**src/inc/smc_pkg.sv**
```systemverilog
package smc_pkg;

	// ------------------------------------------------------------------
	// Register map (byte addresses)
	// ------------------------------------------------------------------
	localparam logic [7:0] SLEEP_CONTROL_OFS = 8'h00;
	localparam logic [7:0] MCU_CONTROL_OFS   = 8'h04;
	localparam logic [7:0] WAKE_CONFIG_OFS   = 8'h08;
	localparam logic [7:0] STATUS_OFS        = 8'h0c;

	// ------------------------------------------------------------------
	// Field positions and reset values
	// ------------------------------------------------------------------
	localparam int         SLEEP_ARM_POS      = 0;
	localparam int         SLEEP_SEL_LSB      = 1;
	localparam int         BOD_OFF_POS        = 6;
	localparam int         BOD_WEN_POS        = 5;
	localparam logic [7:0] SLEEP_CONTROL_RST  = 8'h00;
	localparam logic [7:0] MCU_CONTROL_RST    = 8'h00;
	localparam logic [7:0] WAKE_CONFIG_RST    = 8'h00;

	// ------------------------------------------------------------------
	// Timing
	// ------------------------------------------------------------------
	localparam int CLK_MHZ           = 200;
	localparam int HALT_CYCLES       = 4;
	localparam int STANDBY_CYCLES    = 6;
	localparam int BOD_WAKE_US       = 60;
	localparam int BOD_WAKE_CYCLES   = BOD_WAKE_US * CLK_MHZ;
	localparam int BOD_WEN_WINDOW    = 4;
	localparam int STARTUP_DEFAULT   = 16384;

	// ------------------------------------------------------------------
	// Sleep mode codes
	// ------------------------------------------------------------------
	typedef enum logic [2:0] {
		SMC_IDLE     = 3'b000,
		SMC_QUIET    = 3'b001,
		SMC_PDOWN    = 3'b010,
		SMC_PSAVE    = 3'b011,
		SMC_RSV4     = 3'b100,
		SMC_RSV5     = 3'b101,
		SMC_STANDBY  = 3'b110,
		SMC_XSTANDBY = 3'b111
	} smc_mode_e;

	// Clock domain gates, high = running
	typedef struct packed {
		logic cpu;
		logic flash;
		logic io;
		logic conv;
		logic asy;
		logic osc;
		logic tosc;
		logic t2_sync;
	} smc_clk_s;

	// Wake sources from peripherals
	typedef struct packed {
		logic any_irq;
		logic conv_done;
		logic wdt_irq;
		logic tws_irq;
		logic tws_addr;
		logic t2_ovf;
		logic t2_cmp;
		logic nvm_ready;
		logic ext0_level;
		logic ext0_edge;
		logic ext_other;
		logic pin_change;
	} smc_wake_s;

endpackage

```
**src/smc_sleep_ctrl.sv**
```systemverilog
// Overview of operation
// - Sleep needs armed bit plus sleep instruction
// - Mode 000 idle stops cpu, flash clocks
// - Idle wakes on any enabled interrupt
// - Halt four cycles after start-up, then run
// - Register file and static memory kept
// - Reset during sleep restarts at reset vector
// - Mode 001 stops io, cpu, flash clocks
// - Idle or quiet mode starts a conversion
// - Quiet mode wakes only on listed sources
// - Mode 010 power-down stops all clocks
// - Power-down wakes only on listed sources
// - Deep modes: line zero wakes by level
// - Power-down wake waits reset time-out
// - Mode 011 power-save keeps timer 2
// - Power-save timer 2 wake needs mask and global enable
// - Unused timer clocks stop; sync only timer
// - Brown-out off in deep modes when set
// - Brown-out re-enabled on every wake
// - Brown-out off extends wake to 60 us
// - Brown-out bit 6, timed enable write
// - Mode 110 standby, six cycle wake
// - Mode 111 extended standby, six cycles
//
// The implementer's own choices: the AXI4-Lite slave port and the address map.
module smc_sleep_ctrl #(
	parameter int STARTUP_CYCLES = smc_pkg::STARTUP_DEFAULT
) (
	// Clock and reset
	input  wire logic                  clk_in,
	input  wire logic                  rstn_in,
	// AXI4-Lite write
	input  wire logic [7:0]            awaddr_in,
	input  wire logic                  awvalid_in,
	output logic                       awready_out,
	input  wire logic [31:0]           wdata_in,
	input  wire logic [3:0]            wstrb_in,
	input  wire logic                  wvalid_in,
	output logic                       wready_out,
	output logic [1:0]                 bresp_out,
	output logic                       bvalid_out,
	input  wire logic                  bready_in,
	// AXI4-Lite read
	input  wire logic [7:0]            araddr_in,
	input  wire logic                  arvalid_in,
	output logic                       arready_out,
	output logic [31:0]                rdata_out,
	output logic [1:0]                 rresp_out,
	output logic                       rvalid_out,
	input  wire logic                  rready_in,
	// Processor core
	input  wire logic                  sleep_instr_in,
	input  wire logic                  global_irq_en_in,
	input  wire logic                  cpu_reset_in,
	output logic                       cpu_halt_out,
	output logic                       wake_irq_out,
	// Peripherals and clock generator
	input  smc_pkg::smc_wake_s         wake_in,
	input  wire logic                  ext_crystal_in,
	input  wire logic                  conv_enable_in,
	input  wire logic                  t2_enable_in,
	input  wire logic                  t2_async_in,
	input  wire logic [1:0]            timer2_irq_mask_in,
	output smc_pkg::smc_clk_s          clk_gate_out,
	output logic                       conv_start_out,
	output logic                       bod_enable_out,
	output logic                       asleep_out
);

	// ------------------------------------------------------------------
	// State
	// ------------------------------------------------------------------
	typedef enum logic [1:0] {
		SMC_RUN   = 2'b00,
		SMC_SLEEP = 2'b01,
		SMC_START = 2'b10,
		SMC_HALT  = 2'b11
	} smc_state_e;

	smc_state_e          state, next_state;
	smc_pkg::smc_mode_e  mode, next_mode;
	logic [7:0]          sleep_control, next_sleep_control;
	logic [7:0]          mcu_control, next_mcu_control;
	logic [2:0]          bod_win, next_bod_win;
	logic                bod_off, next_bod_off;
	logic                from_reset, next_from_reset;
	logic [2:0]          halt_cnt, next_halt_cnt;
	logic                conv_start, next_conv_start;
	logic                wake_irq, next_wake_irq;
	logic                aw_hold, next_aw_hold;
	logic                w_hold, next_w_hold;
	logic [7:0]          aw_addr, next_aw_addr;
	logic [31:0]         w_data, next_w_data;
	logic [3:0]          w_strb, next_w_strb;
	logic                bvalid, next_bvalid;
	logic [1:0]          bresp, next_bresp;
	logic                rvalid, next_rvalid;
	logic [1:0]          rresp, next_rresp;
	logic [31:0]         rdata, next_rdata;
	logic                wake, wake_reset, deep, bod_ok, tmr_start;
	logic [31:0]         tmr_count;
	logic                tmr_done;
	smc_pkg::smc_clk_s   gate;

	// ------------------------------------------------------------------
	// Wake timer
	// ------------------------------------------------------------------
	smc_wake_timer u_timer (
		.clk_in   (clk_in),
		.rstn_in  (rstn_in),
		.start_in (tmr_start),
		.count_in (tmr_count),
		.done_out (tmr_done)
	);

	// ------------------------------------------------------------------
	// Wake decode
	// ------------------------------------------------------------------
	// Modes deeper than quiet, and brown-out eligible modes
	assign deep   = (mode != smc_pkg::SMC_IDLE) &&
			(mode != smc_pkg::SMC_QUIET);
	assign bod_ok = deep;

	// Enabled wake sources per mode
	always_comb begin
		logic t2w, lvl;
		t2w = global_irq_en_in && ((wake_in.t2_ovf && timer2_irq_mask_in[0])
			|| (wake_in.t2_cmp && timer2_irq_mask_in[1]));
		lvl = wake_in.ext0_level || wake_in.ext_other ||
			wake_in.pin_change;
		unique case (mode)
		smc_pkg::SMC_IDLE: wake = wake_in.any_irq;
		smc_pkg::SMC_QUIET: wake = wake_in.conv_done || wake_in.wdt_irq ||
			wake_in.tws_irq || wake_in.nvm_ready || lvl ||
			wake_in.t2_ovf || wake_in.t2_cmp;
		smc_pkg::SMC_PSAVE, smc_pkg::SMC_XSTANDBY: wake = wake_in.wdt_irq ||
			wake_in.tws_addr || lvl || (t2_enable_in && t2w);
		default: wake = wake_in.wdt_irq || wake_in.tws_addr || lvl;
		endcase
	end

	// Resets are handled by the core reset input
	assign wake_reset = cpu_reset_in;

	// Wake delay per mode
	always_comb begin
		if (bod_off)
			tmr_count = smc_pkg::BOD_WAKE_CYCLES;
		else if (mode == smc_pkg::SMC_STANDBY ||
			mode == smc_pkg::SMC_XSTANDBY)
			tmr_count = smc_pkg::STANDBY_CYCLES;
		else if (deep)
			tmr_count = STARTUP_CYCLES;
		else
			tmr_count = 32'h1;
	end

	// ------------------------------------------------------------------
	// Sleep sequencer
	// ------------------------------------------------------------------
	// Enter, wait for wake, time start-up, halt, release
	always_comb begin
		next_state      = state;
		next_mode       = mode;
		next_bod_off    = bod_off;
		next_from_reset = from_reset;
		next_halt_cnt   = halt_cnt;
		next_conv_start = 1'b0;
		next_wake_irq   = 1'b0;
		tmr_start       = 1'b0;
		unique case (state)
		SMC_RUN: begin
			if (sleep_instr_in && sleep_control[smc_pkg::SLEEP_ARM_POS]
				&& sleep_control[3:1] != 3'b100
				&& sleep_control[3:1] != 3'b101) begin
				next_state = SMC_SLEEP;
				next_mode  = smc_pkg::smc_mode_e'(sleep_control[3:1]);
				next_conv_start = conv_enable_in &&
					sleep_control[3:2] == 2'b00;
				next_bod_off = mcu_control[smc_pkg::BOD_OFF_POS] &&
					sleep_control[2];
			end
		end
		SMC_SLEEP: begin
			if (wake_reset || wake) begin
				next_state      = SMC_START;
				next_from_reset = wake_reset;
				tmr_start       = 1'b1;
			end
		end
		SMC_START: begin
			if (tmr_done) begin
				next_bod_off  = 1'b0;
				next_state    = SMC_HALT;
				next_halt_cnt = 3'(smc_pkg::HALT_CYCLES);
			end
		end
		SMC_HALT: begin
			next_halt_cnt = halt_cnt - 3'h1;
			if (halt_cnt == 3'h1) begin
				next_state    = SMC_RUN;
				next_wake_irq = !from_reset;
			end
		end
		endcase
	end

	// Registers
	always_ff @(posedge clk_in or negedge rstn_in) begin
		if (!rstn_in) begin
			state      <= SMC_RUN;
			mode       <= smc_pkg::SMC_IDLE;
			bod_off    <= 1'b0;
			from_reset <= 1'b0;
			halt_cnt   <= 3'h0;
			conv_start <= 1'b0;
			wake_irq   <= 1'b0;
		end else begin
			state      <= next_state;
			mode       <= next_mode;
			bod_off    <= next_bod_off;
			from_reset <= next_from_reset;
			halt_cnt   <= next_halt_cnt;
			conv_start <= next_conv_start;
			wake_irq   <= next_wake_irq;
		end
	end

	// ------------------------------------------------------------------
	// Clock gating
	// ------------------------------------------------------------------
	// Memories are never cleared here, only their clocks stop
	always_comb begin
		gate = '1;
		if (state != SMC_RUN) begin
			gate.cpu   = 1'b0;
			gate.flash = 1'b0;
			// While asleep, timer oscillator runs only for an asynchronous timer 2
			if (state == SMC_SLEEP)
				gate.tosc = t2_enable_in && t2_async_in;
			if (state == SMC_SLEEP && mode != smc_pkg::SMC_IDLE) begin
				gate.io = 1'b0;
				if (deep) begin
					gate.conv = 1'b0;
					gate.asy  = 1'b0;
					gate.osc  = mode[2];
					gate.tosc = 1'b0;
					gate.t2_sync = 1'b0;
					if (mode[0] && t2_enable_in) begin
						gate.asy  = t2_async_in;
						gate.tosc = t2_async_in;
						gate.t2_sync = !t2_async_in;
						gate.osc  = mode[2] || !t2_async_in;
					end
				end
			end
		end
	end

	// ------------------------------------------------------------------
	// AXI4-Lite slave
	// ------------------------------------------------------------------
	// Address and data taken in either order, answer when both held
	always_comb begin
		logic wr_go, st_ok;
		next_aw_hold = aw_hold;
		next_w_hold  = w_hold;
		next_aw_addr = aw_addr;
		next_w_data  = w_data;
		next_w_strb  = w_strb;
		next_bvalid  = bvalid && !bready_in;
		next_bresp   = bresp;
		next_rvalid  = rvalid && !rready_in;
		next_rresp   = rresp;
		next_rdata   = rdata;
		next_sleep_control = sleep_control;
		next_mcu_control   = mcu_control;
		next_bod_win = (bod_win != 3'h0) ? bod_win - 3'h1 : 3'h0;
		st_ok = 1'b0;
		if (awvalid_in && !aw_hold) begin
			next_aw_hold = 1'b1;
			next_aw_addr = awaddr_in;
		end
		if (wvalid_in && !w_hold) begin
			next_w_hold = 1'b1;
			next_w_data = wdata_in;
			next_w_strb = wstrb_in;
		end
		wr_go = aw_hold && w_hold && !bvalid;
		if (wr_go) begin
			next_aw_hold = 1'b0;
			next_w_hold  = 1'b0;
			next_bvalid  = 1'b1;
			next_bresp   = 2'b00;
			unique case (aw_addr)
			smc_pkg::SLEEP_CONTROL_OFS:
				if (w_strb[0])
					next_sleep_control = {4'h0, w_data[3:0]};
			smc_pkg::MCU_CONTROL_OFS:
				if (w_strb[0]) begin
					// Enable written with the off bit opens a short window for the off bit
					if (w_data[smc_pkg::BOD_WEN_POS] &&
						w_data[smc_pkg::BOD_OFF_POS]) begin
						next_bod_win = 3'(smc_pkg::BOD_WEN_WINDOW);
						next_mcu_control = 8'h00;
					end else if (bod_win != 3'h0) begin
						next_mcu_control = {1'b0,
							w_data[smc_pkg::BOD_OFF_POS], 6'h00};
						next_bod_win = 3'h0;
					end else begin
						next_mcu_control = 8'h00;
					end
				end
			default: next_bresp = 2'b10;
			endcase
		end
		if (arvalid_in && !rvalid) begin
			next_rvalid = 1'b1;
			next_rresp  = 2'b00;
			unique case (araddr_in)
			smc_pkg::SLEEP_CONTROL_OFS: next_rdata = {24'h0, sleep_control};
			smc_pkg::MCU_CONTROL_OFS:   next_rdata = {24'h0, mcu_control};
			smc_pkg::STATUS_OFS: next_rdata = {27'h0, bod_off, mode, st_ok};
			default: begin
				next_rdata = 32'h0;
				next_rresp = 2'b10;
			end
			endcase
		end
	end

	// Registers
	always_ff @(posedge clk_in or negedge rstn_in) begin
		if (!rstn_in) begin
			aw_hold <= 1'b0;
			w_hold  <= 1'b0;
			aw_addr <= 8'h00;
			w_data  <= 32'h0;
			w_strb  <= 4'h0;
			bvalid  <= 1'b0;
			bresp   <= 2'b00;
			rvalid  <= 1'b0;
			rresp   <= 2'b00;
			rdata   <= 32'h0;
			sleep_control <= smc_pkg::SLEEP_CONTROL_RST;
			mcu_control   <= smc_pkg::MCU_CONTROL_RST;
			bod_win <= 3'h0;
		end else begin
			aw_hold <= next_aw_hold;
			w_hold  <= next_w_hold;
			aw_addr <= next_aw_addr;
			w_data  <= next_w_data;
			w_strb  <= next_w_strb;
			bvalid  <= next_bvalid;
			bresp   <= next_bresp;
			rvalid  <= next_rvalid;
			rresp   <= next_rresp;
			rdata   <= next_rdata;
			sleep_control <= next_sleep_control;
			mcu_control   <= next_mcu_control;
			bod_win <= next_bod_win;
		end
	end

	// ------------------------------------------------------------------
	// Outputs
	// ------------------------------------------------------------------
	assign awready_out    = !aw_hold;
	assign wready_out     = !w_hold;
	assign bvalid_out     = bvalid;
	assign bresp_out      = bresp;
	assign arready_out    = !rvalid;
	assign rvalid_out     = rvalid;
	assign rresp_out      = rresp;
	assign rdata_out      = rdata;
	assign cpu_halt_out   = (state != SMC_RUN);
	assign wake_irq_out   = wake_irq;
	assign clk_gate_out   = gate;
	assign conv_start_out = conv_start;
	assign bod_enable_out = !(bod_off && state == SMC_SLEEP);
	assign asleep_out     = (state == SMC_SLEEP);
endmodule

```
**src/smc_wake_timer.sv**
```systemverilog
// Down counter that times the wake-up delay
module smc_wake_timer (
	// Clock and reset
	input  wire logic        clk_in,
	input  wire logic        rstn_in,
	// Control
	input  wire logic        start_in,
	input  wire logic [31:0] count_in,
	// Status
	output logic             done_out
);

	logic [31:0] count;
	logic [31:0] next_count;
	logic        busy;
	logic        next_busy;
	logic        done;
	logic        next_done;

	// ------------------------------------------------------------------
	// Counter
	// ------------------------------------------------------------------
	// Load on start, pulse done when the count expires
	always_comb begin
		next_count = count;
		next_busy  = busy;
		next_done  = 1'b0;
		if (start_in) begin
			next_count = count_in;
			next_busy  = 1'b1;
		end else if (busy) begin
			if (count <= 32'h1) begin
				next_busy = 1'b0;
				next_done = 1'b1;
			end else begin
				next_count = count - 32'h1;
			end
		end
	end

	// Registers
	always_ff @(posedge clk_in or negedge rstn_in) begin
		if (!rstn_in) begin
			count <= 32'h0;
			busy  <= 1'b0;
			done  <= 1'b0;
		end else begin
			count <= next_count;
			busy  <= next_busy;
			done  <= next_done;
		end
	end

	assign done_out = done;

endmodule

```
**config.mk**
```make
export PLATFORM = sky130hd
export DESIGN_NAME = smc_sleep_ctrl
export DESIGN_NICKNAME = d
export VERILOG_FILES = /design/src/inc/smc_pkg.sv /design/src/smc_sleep_ctrl.sv /design/src/smc_wake_timer.sv
export SDC_FILE = /design/constraint.sdc
export NUM_CORES = 1
export LEC_CHECK = 0
export BUFFER_PORTS_ARGS = -buffer_cell sky130_fd_sc_hd__buf_4
export CAP_MARGIN = 20
export CORE_MARGIN = 10
export CORE_UTILIZATION = 40
export DETAILED_ROUTE_END_ITERATION = 8
export PLACE_DENSITY = 0.64
export SKIP_LAST_GASP = 1
export SYNTH_ARGS = -nofsm -noshare
export SYNTH_HDL_FRONTEND = slang
export SYNTH_SLANG_ARGS = --single-unit
```
**constraint.sdc**
```tcl
create_clock -name clk_in -period 3.53 [get_ports clk_in]
set_input_delay 0.706 -clock clk_in [delete_from_list [all_inputs] [get_ports clk_in]]
set_output_delay 0.706 -clock clk_in [all_outputs]
set_load 0.05 [all_outputs]
```
Word level (Yosys, flattened, before mapping)
Cells that the tools add are included.
{"block": "classes", "muxes": 51, "eq_ne": 19, "n_reduce_logical": 70, "n_addsub": 3, "order_cmp": 1}
{"operator": "32-bit two-way mux", "count": 3}
{"operator": "15-bit two-way mux", "count": 3}
{"operator": "32-bit by 1-bit less-or-equal comparator with 1-bit output, second input constant", "count": 1}
{"operator": "32-bit by 1-bit subtractor with 32-bit output, second input constant", "count": 1}
{"operator": "8-bit case mux with 3 select lines", "count": 1}
{"operator": "1-bit logical AND", "count": 22}
{"operator": "1-bit two-way mux", "count": 21}
{"operator": "3-bit two-way mux", "count": 7}
{"operator": "8-bit by 3-bit == test with 1-bit output, second input constant", "count": 2}
{"operator": "8-bit zero test", "count": 2}
{"operator": "1-bit logical OR", "count": 15}
{"operator": "7-bit two-way mux", "count": 2}
{"operator": "2-bit two-way mux", "count": 6}
{"operator": "2-bit nonzero test", "count": 6}
{"operator": "1-bit zero test", "count": 9}
{"operator": "3-bit AND reduction", "count": 3}
{"operator": "8-bit by 4-bit == test with 1-bit output, second input constant", "count": 1}
{"operator": "8-bit two-way mux", "count": 1}
{"operator": "2-bit case mux with 4 select lines", "count": 1}
{"operator": "2-bit AND reduction", "count": 4}
{"operator": "3-bit by 1-bit == test with 1-bit output, second input constant", "count": 2}
{"operator": "3-bit == test, second input constant", "count": 2}
{"operator": "6-bit two-way mux", "count": 1}
{"operator": "2-bit != test, second input constant", "count": 3}
{"operator": "18 further kinds", "count": 25}
{"block": "totals", "in_bits": 80, "wordCells": 167, "output_inout_bits": 54, "reg_bits": 117}

Depth between registers and ports, before layout
{"block": "depth", "depth_word": 12, "depth_mapped": 9, "mapped_depth_nobuf": 8}

Cells and area by module
Synthesis repeated with hierarchy kept, for this count alone.
{"block": "unflattened", "hier_cells": 507, "area_unflattened_um2": 4763.3}
{"module": "smc_sleep_ctrl", "n_inst": 1, "cells_per_inst": 250, "seq_area_each_um2": 1176.1, "area_each_um2": 2582.5}
{"module": "smc_wake_timer", "n_inst": 1, "cells_per_inst": 257, "seq_area_each_um2": 850.8, "area_each_um2": 2180.8}

Least setup slack after synthesis
Ideal clock, no wire load.
{"block": "synth_path", "path_kind": "reg2out", "startpoint": "register state[1]", "endpoint": "output port clk_gate_out[2] in the netlist's numbering", "path_buffers": 0, "required_ns": 2.824, "setup_slack_ns": 0.181, "t_arrival_ns": 2.643, "stages_incl_launch_ff": 7, "path_cell_list": "dfrtp_1 > inv_1 > ha_1 > nor2b_1 > nor2b_1 > o21ai_0 > or2_2"}
{"element": "start: declaration", "line": "smc_sleep_ctrl.sv:80", "rtl": "smc_state_e state, next_state;"}
{"element": "start signal: assignment", "line": "smc_sleep_ctrl.sv:219", "rtl": "state <= next_state;"}
{"element": "end: declaration", "line": "smc_sleep_ctrl.sv:64", "rtl": "output smc_pkg::smc_clk_s clk_gate_out,"}

==> results.md <==
* Status: finished, final reports clean
* Core area at 10370 sq um
* Sw Share at a little over two fifths
* Die width at about 120 um
* EDFF count, synth at 0
* Worst-skew pair later-pin latency at 0.36 ns
* Most frequent cells in the layout: 81 x dfrtp_1, 78 x buf_4, 42 x nor2_1
* Final hold violation count at 0
* Setup TNS Final at 0 ns
* Main flop type after synthesis: dfrtp_1
* Pint at slightly above 2 mW
* I/O Pins at around 130
* Clock power frac at 18.8%
* Crit. End Element: primary output
* H-tree levels at 3
* Clk slew on worst S/H paths at 0.09 ns
* Total CTS buffers at 9
* CTS tree: yes
* Cell variety after synth at 51
* Seq cells post-synth at 81
* Worst slack, placed at 0.8388 ns
* Async set-reset flop share out of synthesis at between 90% and 100%
* Crit path buf inv count at 2
* Max VDD drop at between 0.5 and 0.6 mV
* Max incr delay on CP at roughly 0.42 ns
* Design Area, Final at 5065 sq um
* Synth area leader: dfrtp_1
* CP max stage cell: dfrtp_1
* Commonest non-fill, non-tap cell in the layout: dfrtp_1
* Mapped Cells at 432
* Antenna cell count at 0
* Comb power frac at about two fifths
* MaxCap Viol Count at 0
* Slew Limit Fails at 0
* Top cells by area, synth: dfrtp_1 47%, mux2_2 6.0%, buf_4 5.1%
* M1 GR Usage at between 10% and 20%
* Post-CTS sizing at 0
* Remaining DRCs at 0
* Cell Pwr Density at roughly 700 nW/um^2
* Layout Cells excl Fill at 646
* Via-to-Cell Ratio at 4.985
* Yosys synthesis warning count at 0
* CTS Sinks at just over 80
* Fill count at ~1000
* Layout area overhead at 18.29%
* Die area at 15240 sq um
* Fin crit period at about 3 ns
* Leakage power at ~2.3 nW
* CP delay by family, top: simple AND/OR/NAND/NOR gates
* Largest net degree at the start of global routing at 82
* M3 GR Usage at under 10%
* CP max FO at 7
* Initial antenna violation count at 0
* Tot Pwr at 3.556 mW
* Top-area cell type share of the netlist area at 47.34%
* Min-Delay Path Class: in2async
* DRT Pass-1 Iters at 4
* 1st-iter DRT viols at 129
* Die height at roughly 120 um
* GRT Total Usage at approximately 13%
* Initial Utilization at a little over 40%
* Global-route wire length before repair at approximately 16 mm
* Avg WL per Cell at between 10 and 15 um
* HPWL Detailed at between 7 and 8 mm
* Post-DP Area at around 4800 sq um
* Most Crowded Layer GR: met2
* Finished Core Util at approximately half
* Hold slack at about 0.17 ns
* Port buffer count at 74
* Met2 Use GR at 20.57%
* WP data required at 2.82 ns
* RePlAce Congestion at between 0.7 and 0.8
* FMAX at approximately 330 MHz
* WS Path Type: reg2out
* Worst setup margin at 0.5086 ns
* Global route overflow at 0
* Crit-path most repeated cell: nor2b_1
* Normalized max-slew margin at between 50% and 60%
* Startpoint types: flop
* Final WL at 9.467 mm
* Crit-path cells: inv_1 > ha_1 > nor2b_1 > nor2b_1 > o21ai_0 > or2_2 > buf_4
* Reg power frac at 39.4%
* Setup Skew at ~0.011 ns
* Vias in the first global route at 3274
* DP Cell Count at 629
* Share of cells above drive strength 1 at 25.69%
* Final net count at 593
* RSZ-0062 raised after global routing: no
* Crit path DAT at ~2.3 ns
* Share of the cycle needed by the critical path after routing at between 80% and 90%
* Setup Viol. Count Final at 0
* Routed Antenna Nets at 0
* Worst Max-Slew Pin Slew at about 0.65 ns
* Site row count at 37
* CTS Hold Bufs at 0
* Average size of a mapped cell at 9.911 sq um
* Net Sw Power at between 1.5 and 2 mW
* Detailed-route via count at about 3200
* Postcts setup bufs at 0
* CTS max path bufs at 2
* Synth Cell Area at 4282 sq um
* Clk root buf: clkbuf_8
* Sequential share of the synthesized area at approximately 47%
final cells by class:
type                    count  area [sq um]  share of cell area [%]
repair buffers             79         613.1                   12.10
clock inverters             7         66.31                   1.309
well taps                 136         170.2                   3.360
inverters                  20         75.07                   1.482
flip-flops and latches     81          2027                   40.02
multi-input cells         314          1989                   39.28
clock buffers               9         123.9                   2.446
worst paths after layout:
kind | start | cells past startpoint | slack, ns | endpoint
setup / recovery | state[1]$_DFFE_PN0P_ | 7 | 0.51 | clk_gate_out[2]
hold / removal | rstn_in | 1 | 0.17 | halt_cnt[2]$_DFFE_PN0P_
setup reg to reg | u_timer.count[14]$_DFFE_PN0P_ | 7 | 1.03 | u_timer.count[1]$_DFFE_PN0P_
hold reg to reg | from_reset$_DFFE_PN0N_ | 1 | 0.45 | wake_irq_out$_DFF_PN0_
max in group asynchronous | rstn_in | 2 | 2.77 | u_timer.busy$_DFF_PN0_
min in group clk_in | from_reset$_DFFE_PN0N_ | 1 | 0.45 | wake_irq_out$_DFF_PN0_
state kept, by name (all words and copies together), names as in the netlist, 2 cells and up:
register       flops
u_timer.count     32
halt_cnt           3
aw_addr            8
w_data             6
rdata_out          6
mode               3
bod_win            3
state              2
sleep_control      4
layer usage:
| layer | part of all wire, % | vias to the layer above |
|---|---|---|
| li1 | - | 1597 |
| met1 | 44 | 1549 |
| met2 | 49 | 66 |
| met3 | 6.8 | 8 |
| met4 | 0.73 | 0 |
| met5 | 0 | - |
power by group through the flow:
stage | registers, mW | logic [mW] | clock network [mW]
floorplan | 1.42 | 1.15 | 0
global placement | 1.40 | 1.46 | 0
detailed placement | 1.41 | 1.50 | 0
CTS | 1.40 | 1.50 | 0.691
global route | 1.44 | 1.65 | 0.729
finish | 1.40 | 1.49 | 0.667
cells in the mapped netlist (5+ instances only):
cell and n:
a21oi_1 15, buf_2 5, buf_4 29, clkbuf_1 8
dfrtp_1 81, ha_1 8, inv_1 20, mux2_2 23
nand2_1 41, nand3_1 15, nor2_1 42, nor2b_1 7
nor3_1 12, nor4_1 10, nor4b_1 5, o21ai_0 14
o31ai_1 8, o41ai_1 5, or4_1 6, xnor2_1 14
xor2_1 13
cells by family (layout without fill, tap and decap cells):
family                     count (synthesis)  count (layout)  share of synthesized area [%]
other                                      1              28                        0.08758
AOI/OAI and AO/OA                         61              61                          9.176
buffers and inverters                     64             115                          8.562
and+or+nand+nor                          164             164                          20.22
adders and majority gates                  8               8                          2.338
xor gates and xnor gates                  27              27                          5.523
muxes                                     26              26                          6.751
DFF                                       81              81                          47.34
Power figures use the tool's default switching activity.
